===== src/inc/acs_pkg.sv =====
// Purpose: constants for the conversion mode and update rate sequencer
// Assumes: 20 MHz system clock
// Notes:   a calibration cycle counts as one output-rate period; one period is half the settle time
package acs_pkg;
	localparam int unsigned CLK_HZ          = 20_000_000;
	localparam int unsigned MODE_MSB        = 15;
	localparam int unsigned MODE_LSB        = 13;
	localparam int unsigned RATE_MSB        = 3;
	localparam int unsigned RATE_LSB        = 0;
	localparam logic [15:0] MODE_RESET      = 16'h000A;
	localparam logic [2:0]  MD_CONT         = 3'h0;
	localparam logic [2:0]  MD_SINGLE       = 3'h1;
	localparam logic [2:0]  MD_IDLE         = 3'h2;
	localparam logic [2:0]  MD_PDOWN        = 3'h3;
	localparam logic [2:0]  MD_ZS_INT       = 3'h4;
	localparam logic [2:0]  MD_ZS_SYS       = 3'h6;
	localparam logic [2:0]  MD_FS_SYS       = 3'h7;
	// oscillator settling before a single conversion, in microseconds
	localparam int unsigned OSC_SETTLE_US   = 1000;
	localparam int unsigned OSC_SETTLE_CYC  = OSC_SETTLE_US * (CLK_HZ / 1_000_000);
	// one output-rate period in microseconds is half the settle time
	localparam int unsigned US_PER_MS_HALF  = 500;
	localparam int unsigned CYC_PER_US      = CLK_HZ / 1_000_000;
	localparam int unsigned CNT_W           = 32;

	typedef enum logic [2:0] {
		ACS_OFF,
		ACS_WAKE,
		ACS_CONV,
		ACS_CAL,
		ACS_IDLE
	} acs_state_t;
endpackage


===== src/logic/acs_sequencer.sv =====
// Purpose: mode and update-rate sequencer of a sigma-delta converter
// Assumes: mode register writes arrive as a 16-bit word with a one-cycle strobe
// Notes:   the analog path is abstracted to an input sample word taken at period end
`timescale 1ns/1ps
`default_nettype none

// Function
// mode 000 default: convert back to back, store each result
// ready output goes low whenever a result completes
// continuous read shifts each new result out on serial clocks
// host may instead request a read via communication register
// first result two periods after reset or write, then one per period
// single mode: 1 ms oscillator wait, two-period conversion, then power-down
// single result held and ready low until read or new conversion
// idle holds filter and modulator reset, modulator clock kept running
// power-down shuts all circuitry, burnout currents and clock output
// mode 100 measures shorted input over two cycles into offset
// calibration drives ready high at start, low at finish
// after any calibration the device enters idle by itself
// mode 110 measures external zero-scale into offset register
// mode 111 measures external full-scale into full-scale register
// four-bit rate code selects output rate and settle time
// mode select sits in bits 15 to 13 of mode register
// any mode write resets modulator and filter, ready goes inactive
// host must not write mode 101 nor unassigned rate codes
// one calibration cycle lasts one output-rate period
module acs_sequencer
	import acs_pkg::*;
#(
	parameter int unsigned DATA_W     = 24,
	parameter int unsigned SETTLE_DIV = 1   // divides all period counts, for simulation
) (
	input  wire logic              i_mclk,        // 20 MHz clock
	input  wire logic              i_rst_n,       // async reset, active low
	input  wire logic              i_mode_wr,     // mode register write strobe
	input  wire logic [15:0]       i_mode_wdata,  // mode register write word
	input  wire logic              i_cfg_wr,      // configuration register write strobe
	input  wire logic              i_data_rd,     // host has read the data register
	input  wire logic [DATA_W-1:0] i_sample,      // filter output at period end
	output logic [15:0]            o_mode,        // mode register contents
	output logic [DATA_W-1:0]      o_data,        // data register
	output logic [DATA_W-1:0]      o_offset,      // offset coefficient
	output logic [DATA_W-1:0]      o_fullscale,   // full-scale coefficient
	output logic                   o_rdy_n,       // conversion ready, active low
	output logic                   o_result_stb,  // one-cycle pulse per new result
	output logic                   o_mod_rst,     // modulator and filter held in reset
	output logic                   o_mod_clk_en,  // modulator clocks supplied
	output logic                   o_power_on,    // analog, burnout and clock output powered
	output logic                   o_short_in     // internal input short for zero-scale
);
	// ----------------------------------------------------------------
	// rate table
	// ----------------------------------------------------------------
	// settle time in ms; a period is half of it. unassigned codes fall back to 16.7 Hz
	function automatic logic [9:0] settle_ms(input logic [3:0] code);
		unique case (code)
			4'h3:    settle_ms = 10'd16;
			4'h4:    settle_ms = 10'd32;
			4'h5:    settle_ms = 10'd40;
			4'h7:    settle_ms = 10'd60;
			4'h9,
			4'hA:    settle_ms = 10'd120;
			4'hB:    settle_ms = 10'd160;
			4'hC:    settle_ms = 10'd200;
			4'hD:    settle_ms = 10'd240;
			4'hE:    settle_ms = 10'd320;
			4'hF:    settle_ms = 10'd480;
			default: settle_ms = 10'd120;
		endcase
	endfunction

	logic [15:0]      mode_q;
	acs_state_t       state_q;
	logic [CNT_W-1:0] cnt_q;
	logic             second_q;     // second period of a two-period span
	logic             first_q;      // first result or calibration since reset or the last write still pending
	logic             rdy_n_q;
	logic             stb_q;
	logic [DATA_W-1:0] data_q;
	logic [DATA_W-1:0] off_q;
	logic [DATA_W-1:0] fs_q;
	logic [2:0]       md;
	logic [CNT_W-1:0] period_cyc;
	logic             period_end;
	logic             wake_end;

	assign md         = mode_q[MODE_MSB:MODE_LSB];
	assign period_cyc = CNT_W'((32'(settle_ms(mode_q[RATE_MSB:RATE_LSB])) * US_PER_MS_HALF * CYC_PER_US)
	                    / SETTLE_DIV);
	assign period_end = (cnt_q >= period_cyc - 1'b1);
	assign wake_end   = (cnt_q >= CNT_W'(OSC_SETTLE_CYC / SETTLE_DIV) - 1'b1);

	// ----------------------------------------------------------------
	// mode register
	// ----------------------------------------------------------------
	always_ff @(posedge i_mclk or negedge i_rst_n) begin
		if (!i_rst_n) begin
			mode_q <= MODE_RESET;
		end else if (i_mode_wr) begin
			mode_q <= i_mode_wdata;
		end else if (state_q == ACS_CAL && second_q && period_end) begin
			mode_q[MODE_MSB:MODE_LSB] <= MD_IDLE;
		end else if (state_q == ACS_CONV && md == MD_SINGLE && second_q && period_end) begin
			mode_q[MODE_MSB:MODE_LSB] <= MD_PDOWN;
		end
	end

	// ----------------------------------------------------------------
	// sequencer
	// ----------------------------------------------------------------
	// a mode write restarts everything; a config write restarts the filter, and only during continuous conversion
	always_ff @(posedge i_mclk or negedge i_rst_n) begin
		if (!i_rst_n) begin
			state_q  <= ACS_CONV;
			cnt_q    <= '0;
			second_q <= 1'b0;
			first_q  <= 1'b1;
		end else if (i_mode_wr) begin
			cnt_q    <= '0;
			second_q <= 1'b0;
			first_q  <= 1'b1;
			unique case (i_mode_wdata[MODE_MSB:MODE_LSB])
				MD_CONT:   state_q <= ACS_CONV;
				MD_SINGLE: state_q <= ACS_WAKE;
				MD_IDLE:   state_q <= ACS_IDLE;
				MD_PDOWN:  state_q <= ACS_OFF;
				MD_ZS_INT,
				MD_ZS_SYS,
				MD_FS_SYS: state_q <= ACS_CAL;
				default:   state_q <= ACS_IDLE;
			endcase
		end else if (i_cfg_wr && state_q == ACS_CONV && md == MD_CONT) begin
			cnt_q    <= '0;
			second_q <= 1'b0;
			first_q  <= 1'b1;
		end else begin
			unique case (state_q)
				ACS_WAKE: begin
					if (wake_end) begin
						state_q <= ACS_CONV;
						cnt_q   <= '0;
					end else begin
						cnt_q <= cnt_q + 1'b1;
					end
				end
				ACS_CONV, ACS_CAL: begin
					if (!period_end) begin
						cnt_q <= cnt_q + 1'b1;
					end else begin
						cnt_q <= '0;
						if (state_q == ACS_CAL && second_q) begin
							state_q <= ACS_IDLE;
						end else if (md == MD_SINGLE && second_q) begin
							state_q <= ACS_OFF;
						end else if (first_q && !second_q) begin
							second_q <= 1'b1;
						end else begin
							second_q <= 1'b0;
							first_q  <= 1'b0;
						end
					end
				end
				default: cnt_q <= '0;
			endcase
		end
	end

	// a result completes at the end of the second period first, then every period
	logic conv_done;
	logic cal_done;
	// a config write restarts timing only in continuous mode, so it must not swallow a single result
	assign conv_done = (state_q == ACS_CONV) && period_end && !i_mode_wr && !(i_cfg_wr && md == MD_CONT)
	                   && (second_q || !first_q);
	assign cal_done  = (state_q == ACS_CAL) && period_end && second_q && !i_mode_wr;

	// ----------------------------------------------------------------
	// results and coefficients
	// ----------------------------------------------------------------
	always_ff @(posedge i_mclk or negedge i_rst_n) begin
		if (!i_rst_n) begin
			data_q <= '0;
		end else if (conv_done) begin
			data_q <= i_sample;
		end
	end

	always_ff @(posedge i_mclk or negedge i_rst_n) begin
		if (!i_rst_n) begin
			off_q <= '0;
			fs_q  <= '0;
		end else if (cal_done) begin
			if (md == MD_FS_SYS) begin
				fs_q <= i_sample;
			end else begin
				off_q <= i_sample;
			end
		end
	end

	// ----------------------------------------------------------------
	// ready indication
	// ----------------------------------------------------------------
	// completion wins over a read in the same cycle so no result is lost
	always_ff @(posedge i_mclk or negedge i_rst_n) begin
		if (!i_rst_n) begin
			rdy_n_q <= 1'b1;
			stb_q   <= 1'b0;
		end else begin
			stb_q <= conv_done;
			if (conv_done || cal_done) begin
				rdy_n_q <= 1'b0;
			end else if (i_mode_wr || i_cfg_wr || i_data_rd) begin
				rdy_n_q <= 1'b1;
			end
		end
	end

	// ----------------------------------------------------------------
	// outputs
	// ----------------------------------------------------------------
	assign o_mode       = mode_q;
	assign o_data       = data_q;
	assign o_offset     = off_q;
	assign o_fullscale  = fs_q;
	assign o_rdy_n      = rdy_n_q;
	assign o_result_stb = stb_q;
	assign o_mod_rst    = (state_q != ACS_CONV) && (state_q != ACS_CAL);
	assign o_mod_clk_en = (state_q != ACS_OFF);
	assign o_power_on   = (state_q != ACS_OFF);
	assign o_short_in   = (state_q == ACS_CAL) && (md == MD_ZS_INT);
endmodule

`default_nettype wire


===== config.mk =====
export PLATFORM = sky130hd
export DESIGN_NAME = acs_sequencer
export DESIGN_NICKNAME = d
export VERILOG_FILES = /design/src/inc/acs_pkg.sv /design/src/logic/acs_sequencer.sv
export SDC_FILE = /design/constraint.sdc
export NUM_CORES = 1
export LEC_CHECK = 0
export BUFFER_PORTS_ARGS = -buffer_cell sky130_fd_sc_hd__buf_4
export CORE_AREA = 2 2 172 174
export DETAILED_ROUTE_END_ITERATION = 8
export DIE_AREA = 0 0 174 176
export PLACE_DENSITY_LB_ADDON = 0.25
export SLEW_MARGIN = 40
export SYNTH_ARGS = -nofsm -noshare
export SYNTH_HDL_FRONTEND = slang
export SYNTH_SLANG_ARGS = --single-unit

===== constraint.sdc =====
create_clock -name i_mclk -period 19.1 [get_ports i_mclk]
set_clock_uncertainty 0.05 [all_clocks]
set_input_delay 3.82 -clock i_mclk [delete_from_list [all_inputs] [get_ports i_mclk]]
set_output_delay 3.82 -clock i_mclk [all_outputs]
set_load 0.02 [all_outputs]

==> results of run 1 <==
[how the worst min path moves through the flow]
stage	start	to	slack, ns	cells past startpoint
after global routing	cnt_q[0]$_DFF_PN0_	cnt_q[0]$_DFF_PN0_	0.41	1
final	cnt_q[0]$_DFF_PN0_	cnt_q[0]$_DFF_PN0_	0.40	1
after floorplan	cnt_q[0]$_DFF_PN0_	cnt_q[0]$_DFF_PN0_	0.37	1
after global placement	cnt_q[0]$_DFF_PN0_	cnt_q[0]$_DFF_PN0_	0.39	1
after CTS	cnt_q[0]$_DFF_PN0_	cnt_q[0]$_DFF_PN0_	0.40	1
after detailed placement	cnt_q[0]$_DFF_PN0_	cnt_q[0]$_DFF_PN0_	0.40	1
[flip-flops by register name, indices dropped and copies added (netlist names)]
name / count
o_offset: 24
o_fullscale: 24
o_data: 24
o_mode: 16
first_q: 1
o_result_stb: 1
o_rdy_n: 1
second_q: 1
cnt_q: 32
state_q: 3
[metal layers]
| layer | vias to the layer above | track usage | part of all wire |
|---|---|---|---|
| li1 | 3078 | - | - |
| met2 | 161 | 0.211 | 0.45 |
| met5 | - | 0 | 0 |
| met3 | 12 | 0.0532 | 0.084 |
| met4 | 0 | 0.0294 | 0.0067 |
| met1 | 3053 | 0.177 | 0.46 |
[cells in the mapped netlist (3+ instances only)]
cell / number
nor2_1: 72
and2_1: 8
o21a_1: 5
mux2_4: 20
nand3b_1: 5
dfstp_2: 5
mux2i_1: 3
inv_1: 55
o21ai_0: 22
buf_4: 3
mux2_2: 65
ha_1: 93
o311ai_0: 3
clkbuf_1: 14
xnor2_1: 33
and3_1: 6
o211ai_1: 5
nand4_1: 14
nor2b_1: 6
a21oi_1: 22
nor3_1: 14
dfrtp_1: 122
or3_1: 3
a21o_1: 19
and4_1: 6
a211o_1: 3
a31oi_1: 3
nand2_1: 39
a22oi_1: 3
fa_1: 17
nor4_1: 6
xor2_1: 32
nand3_1: 16
a21boi_0: 3
[logic make-up after synthesis]
logic type	after synthesis
AOI/OAI and AO/OA	114
and+or+nand+nor	209
xor gates and xnor gates	65
muxes	88
buffers and inverters	78
DFF	127
adders and majority gates	110
[critical path: cells and delay by family (launching register included)]
kind | cells | cell delay (ns)
buffers and inverters | 4 | 0.46
and+or+nand+nor | 4 | 1.18
adders and majority gates | 8 | 3.53
AOI/OAI and AO/OA | 15 | 3.76
DFF | 1 | 0.61
muxes | 2 | 0.54
xor gates and xnor gates | 1 | 0.21
[metrics by stage]
| step | instance area (sq um) | util | std cells |
|---|---|---|---|
| 4_1_cts | 10600 | 0.371 | 1326 |
| 3_3_place_gp | 9920 | 0.348 | 1293 |
| 3_5_place_dp | 9960 | 0.349 | 1294 |
| 5_1_grt | 10600 | 0.371 | 1326 |
| 6_report | 10600 | 0.371 | 1326 |
| 2_1_floorplan | 8520 | - | 791 |
[cell type report]
| cell class | count | area [sq um] | share of cell area |
|---|---|---|---|
| Inverter | 55 | 206 | 0.0195 |
| Multi-Input combinational cell | 586 | 5000 | 0.472 |
| Clock buffer | 21 | 460 | 0.0434 |
| Clock inverter | 11 | 180 | 0.0170 |
| Timing Repair Buffer | 142 | 1080 | 0.102 |
| Tap cell | 384 | 480 | 0.0453 |
| Sequential cell | 127 | 3180 | 0.300 |
==> results.yml, run 1 <==
synth:
  synth_top_area_cell: "dfrtp_1"
  synth-edff-count: 0
  synth_adder_area_share: 0.177
  ys_seq_area_frac: 0.374
  syn-num-nets: 946
  synth_compound_area_frac: 0.0944
  ys_ff_latch: 127
  synth_mux_area_frac: 0.125
  syn_avg_cell_area_sq_um: 10.8
  synth_simple_gate_area_share: 0.123
  synth_top_family_by_area: "adder cells"
  syn_area_sq_um: 8520
  syn-instance-count: 791
  netlist.area_leader.share: 0.358
  synth.distinct_cells: 70
  synth.area.top_cells: "dfrtp_1 (36%), ha_1 (14%), mux2_2 (8.6%), fa_1 (4.0%), mux2_4 (3.5%)"
  synthXorXnorAreaFrac: 0.0668
  synth_async_sr_flop_share: 1.00
  synth_warnings: 0
  ys.flop_type: "dfrtp_1"
timing:
  setup_violations: 0
  maxClockFrequency_ghz: 0.0952
  min_period_ns: 10.50
  tns_ns: 0
  final-hold-violation-count: 0
  hold_slack_ns: 0.401
  worst_pin_slew_ns: 0.806
  final-max-slew-violation-count: 0
  relSlewSlack: 0.460
  rsz0062_at_grt: "false"
  fin_ws_ns: 8.60
  finalCritPeriodShare: 0.550
layout:
  area_growth_pct: 24.4
  final_nets: 1084
  final_cell_mix: "buf_4 (140), dfrtp_1 (122), ha_1 (93), nor2_1 (72), mux2_2 (65)"
  diodes: 0
  drive_above_1_share: 0.291
  fillerInstances: 2922
  mostFrequentLayoutCell: "buf_4"
drt:
  wl_um: 20100
  vias: 6304
  viasPerCell: 4.75
  first_iter_violations: 209
  post_drt_wl_per_cell_um: 15.2
  postRouteAntennaNets: 0
  drcViolationCount: 0
  firstDrtPassIters: 4
cts:
  clock_latency_ns: 0.41
  cts_sinks: 127
  postCtsSetupBuffers: 0
  post_cts_resized: 0
  cts.path.max_buffers: 2
  cts_buffers: 17
  clk_pin_slew_ns: 0.06
  htree_levels: 4
  cts_tree: "built"
  clock-root-buffer: "clkbuf_16"
  cts_hold_buf: 0
placed_design:
  place.gp.congestion: 0.764
  io_buffers: 138
  place_worst_setup_slack_ns: 8.54
  hpwl_um: 15200
global_route:
  grt_start_max_net_pins: 67
  track_usage: 0.135
  grt_first_pass_wirelength_um: 33700
  grt_antenna_before_repair: 0
  grt_pass1_vias: 6467
  grt_overflow: 0
setup_path:
  cp_slowest_cell: "dfstp_2"
  path_class: "reg2reg"
  setup.worst_path.start: "o_mode[3]$_DFFE_PN1P_"
  worstPathArrival_ns: 10.75
  reg2reg_to: "o_data[5]$_DFFE_PN0P_"
  crit_path_max_incr_delay_ns: 0.61
  required_ns: 19.34
  reg2regPathDepth: 34
  setup.worst_path.end: "o_data[5]$_DFFE_PN0P_"
  cp-start-kind: "flip-flop"
  cp_common_cell: "o21ai_0"
  rrSetupSlack_ns: 8.60
  rr_startpoint: "o_mode[3]$_DFFE_PN1P_"
  crit_fanout: 26
  worstSetupEndpointType: "flip-flop"
floorplanning:
  dieArea_sq_um: 30600
  die_w_um: 174
  ios: 139
  initial_core_util: 0.298
  core_area_sq_um: 28500
  die_h_um: 176
  rows: 62
hold_path:
  hold_class: "reg2reg"
job:
  maxCapViolations: 0
run_status:
  status: "completed"
Power of run 1 is left out: the tool's default activity adds up to more than one toggle a clock period on the data nets, which glitch-free logic cannot reach.
==> inputs of run 2 (changes only) <==
Clock period 19.1 ns to 10.3 ns, I/O delays scaled along.
==> results.yml, run 2 (synthesis results as in run 1) <==
timing:
  fin_ws_ns: 0.770
  maxClockFrequency_ghz: 0.105
  hold_slack_ns: 0.404
  final-hold-violation-count: 0
  rsz0062_at_grt: "false"
  relSlewSlack: 0.510
  final-max-slew-violation-count: 0
  finalCritPeriodShare: 0.925
  worst_pin_slew_ns: 0.726
  setup_violations: 0
  min_period_ns: 9.53
floorplanning:
  initial_core_util: 0.298
  die_w_um: 174
  core_area_sq_um: 28500
  rows: 62
  ios: 139
  die_h_um: 176
  dieArea_sq_um: 30600
cts:
  cts_tree: "built"
  htree_levels: 4
  clock-root-buffer: "clkbuf_16"
  cts.path.max_buffers: 2
  cts_buffers: 17
  cts_sinks: 127
  clock_latency_ns: 0.41
  cts_hold_buf: 0
  clk_pin_slew_ns: 0.06
setup_path:
  cp-start-kind: "flip-flop"
  worstPathArrival_ns: 9.77
  path_class: "reg2reg"
  crit_buf_inv: 7
  required_ns: 10.54
  worstSetupEndpointType: "flip-flop"
  crit_path_max_incr_delay_ns: 0.61
  cp_top_family: "adder cells"
  cp_common_cell: "inv_1"
  cp_slowest_cell: "dfstp_2"
  rrSetupSlack_ns: 0.77
  crit_fanout: 24
global_route:
  grt_overflow: 0
  grt_first_pass_wirelength_um: 34100
  grt_pass1_vias: 6648
  grt_antenna_before_repair: 0
  grt_start_max_net_pins: 71
  track_usage: 0.134
placed_design:
  place_worst_setup_slack_ns: -0.0382
  place_area_sq_um: 9960
  io_buffers: 138
  place.gp.congestion: 0.766
  hpwl_um: 15100
layout:
  diodes: 0
  fillerInstances: 2948
  final_nets: 1088
  largest_reg_flops: 32
  drive_above_1_share: 0.301
  mostFrequentLayoutCell: "buf_4"
  final_cell_mix: "buf_4 (142), dfrtp_1 (122), ha_1 (93), nor2_1 (72), mux2_2 (65)"
  final_area_sq_um: 10600
  regMostFlops: "cnt_q"
  area_growth_pct: 24.2
run_status:
  status: "completed"
drt:
  post_drt_wl_per_cell_um: 15.0
  drcViolationCount: 0
  first_iter_violations: 191
  firstDrtPassIters: 4
  viasPerCell: 4.76
  wl_um: 20000
  postRouteAntennaNets: 0
  vias: 6328
hold_path:
  hold_class: "reg2reg"
job:
  maxCapViolations: 0
==> run 2: worst paths after layout <==
kind,from,endpoint,cells past startpoint
worst max-delay path,o_mode[1]$_DFFE_PN1P_,o_offset[2]$_DFFE_PN0P_,40
worst min-delay path,cnt_q[0]$_DFF_PN0_,cnt_q[0]$_DFF_PN0_,1
worst max register to register,o_mode[1]$_DFFE_PN1P_,o_offset[2]$_DFFE_PN0P_,40
worst min register to register,cnt_q[0]$_DFF_PN0_,cnt_q[0]$_DFF_PN0_,1
max in group asynchronous,i_rst_n,o_mode[7]$_DFFE_PN0P_,2
min in group asynchronous,i_rst_n,o_data[10]$_DFFE_PN0P_,1
==> run 2: layer usage <==
layer	up-vias	GRT usage	share of wire	wire length (um)
met5	-	0	0	0
met3	9	0.0504	0.078	1570
met1	3090	0.175	0.46	9270
met4	0	0.0273	0.0072	144
met2	141	0.215	0.45	9030
li1	3088	-	-	-
==> run 2: timing repair <==
action / CTS / global route
pin swaps: 0 / 1
setup buffers: 0 / 1
resized for setup: 1 / 13
setup endpoints to repair: 45 / 110
==> run 2: layout make-up <==
type	count	area [sq um]	area share
sequential	127	3180	0.301
multi-input combinational	586	5030	0.475
clock inverter	14	130	0.0123
tap	384	480	0.0454
inverter	55	206	0.0195
timing repair buffer	146	1110	0.105
clock buffer	18	439	0.0415
==> run 2: stage by stage <==
step	setup TNS, ns	cells	utilization
finish	0	1330	0.371
global route	0	1330	0.371
CTS	0	1329	0.369
detailed placement	-0.770	1297	0.349
global placement	0	1297	0.349
floorplan	0	791	-
Power of run 2 is left out for the same reason.
==> inputs of run 3 (changes only) <==
Settings changed: GPL_TIMING_DRIVEN set to 0.
==> results.yml, run 3 (synthesis results as in run 1) <==
run_status:
  status: "completed"
layout:
  largest_reg_flops: 32
  final_cell_mix: "buf_4 (147), dfrtp_1 (122), ha_1 (92), nor2_1 (72), mux2_2 (65)"
  area_growth_pct: 25.4
  final_area_sq_um: 10700
  drive_above_1_share: 0.307
  mostFrequentLayoutCell: "buf_4"
  fillerInstances: 2950
  diodes: 0
  final_nets: 1107
  regMostFlops: "cnt_q"
cts:
  cts_buffers: 17
  cts_sinks: 127
  clock-root-buffer: "clkbuf_16"
  clock_latency_ns: 0.42
  cts_hold_buf: 0
  cts_tree: "built"
  htree_levels: 4
  cts.path.max_buffers: 2
  clk_pin_slew_ns: 0.06
placed_design:
  hpwl_um: 16000
  place_worst_setup_slack_ns: -0.916
  io_buffers: 138
  place_area_sq_um: 10100
  place.gp.congestion: 0.804
floorplanning:
  rows: 62
  initial_core_util: 0.298
  core_area_sq_um: 28500
  dieArea_sq_um: 30600
  die_w_um: 174
  ios: 139
  die_h_um: 176
setup_path:
  required_ns: 10.56
  setup.worst_path.end: "o_offset[6]$_DFFE_PN0P_"
  reg2reg_to: "o_offset[6]$_DFFE_PN0P_"
  path_class: "reg2reg"
  worstSetupEndpointType: "flip-flop"
  reg2regPathDepth: 35
  worstPathArrival_ns: 9.87
  rr_startpoint: "o_mode[1]$_DFFE_PN1P_"
  cp_slowest_cell: "dfstp_2"
  setup.worst_path.start: "o_mode[1]$_DFFE_PN1P_"
  rrSetupSlack_ns: 0.68
  cp-start-kind: "flip-flop"
  crit_fanout: 10
  crit_path_max_incr_delay_ns: 0.61
global_route:
  grt_start_max_net_pins: 66
  grt_first_pass_wirelength_um: 34000
  grt_antenna_before_repair: 0
  grt_overflow: 0
  track_usage: 0.138
  grt_pass1_vias: 6542
drt:
  wl_um: 20500
  first_iter_violations: 226
  firstDrtPassIters: 5
  post_drt_wl_per_cell_um: 15.2
  postRouteAntennaNets: 0
  vias: 6378
  viasPerCell: 4.73
  drcViolationCount: 0
timing:
  fin_ws_ns: 0.683
  worst_pin_slew_ns: 0.787
  tns_ns: 0
  setup_violations: 0
  finalCritPeriodShare: 0.934
  rsz0062_at_grt: "false"
  min_period_ns: 9.62
  final-max-slew-violation-count: 0
  final-hold-violation-count: 0
  maxClockFrequency_ghz: 0.104
  relSlewSlack: 0.469
hold_path:
  hold_class: "reg2reg"
job:
  maxCapViolations: 0
==> run 3: worst min path at each step <==
stage | end | cells past startpoint | slack (ns) | startpoint
3_3_place_gp | cnt_q[0]$_DFF_PN0_ | 1 | 0.40 | cnt_q[0]$_DFF_PN0_
3_5_place_dp | cnt_q[0]$_DFF_PN0_ | 1 | 0.40 | cnt_q[0]$_DFF_PN0_
2_1_floorplan | cnt_q[0]$_DFF_PN0_ | 1 | 0.37 | cnt_q[0]$_DFF_PN0_
6_report | cnt_q[0]$_DFF_PN0_ | 1 | 0.41 | cnt_q[0]$_DFF_PN0_
4_1_cts | cnt_q[0]$_DFF_PN0_ | 1 | 0.41 | cnt_q[0]$_DFF_PN0_
5_1_grt | cnt_q[0]$_DFF_PN0_ | 1 | 0.42 | cnt_q[0]$_DFF_PN0_
==> run 3: timing repair <==
item | 4_1_cts | 5_1_grt
gates resized for setup | 7 | 14
endpoints found under the setup margin | 110 | 110
pin swaps | 1 | 2
buffers inserted | 2 | 5
==> run 3: final cells by class <==
cell class	instances	area [sq um]	share of cell area
Tap cell	384	480	0.0450
Buffer	19	131	0.0123
Timing Repair Buffer	146	1120	0.105
Inverter	55	206	0.0193
Clock buffer	19	453	0.0424
Clock inverter	12	90.1	0.00843
Sequential cell	127	3180	0.298
Multi-Input combinational cell	586	5020	0.469
==> run 3: worst max-delay path, delay by kind of cell (launching register included) <==
family	cells	cell delay, ns
AO/OA/AOI/OAI	7	1.22
adder cells (fa/ha/maj)	8	3.28
buffers and inverters	8	0.94
flip-flops	1	0.61
multiplexers	1	0.29
AND/OR/NAND/NOR	11	3.10
==> run 3: stage by stage <==
stage | hold WS [ns] | cells | utilization
after floorplan | 0.374 | 791 | -
after global placement | 0.396 | 1313 | 0.352
after detailed placement | 0.401 | 1314 | 0.353
after CTS | 0.408 | 1347 | 0.373
after global routing | 0.422 | 1348 | 0.374
final | 0.409 | 1348 | 0.374
==> run 3: metal layers <==
metal	track usage	wire, um	part of all wire	up-vias
li1	-	-	-	3109
met4	0.0473	276	0.013	0
met1	0.175	9260	0.45	3114
met2	0.218	9270	0.45	140
met5	0	0	0	-
met3	0.0510	1690	0.082	15
Power of run 3 is left out for the same reason.
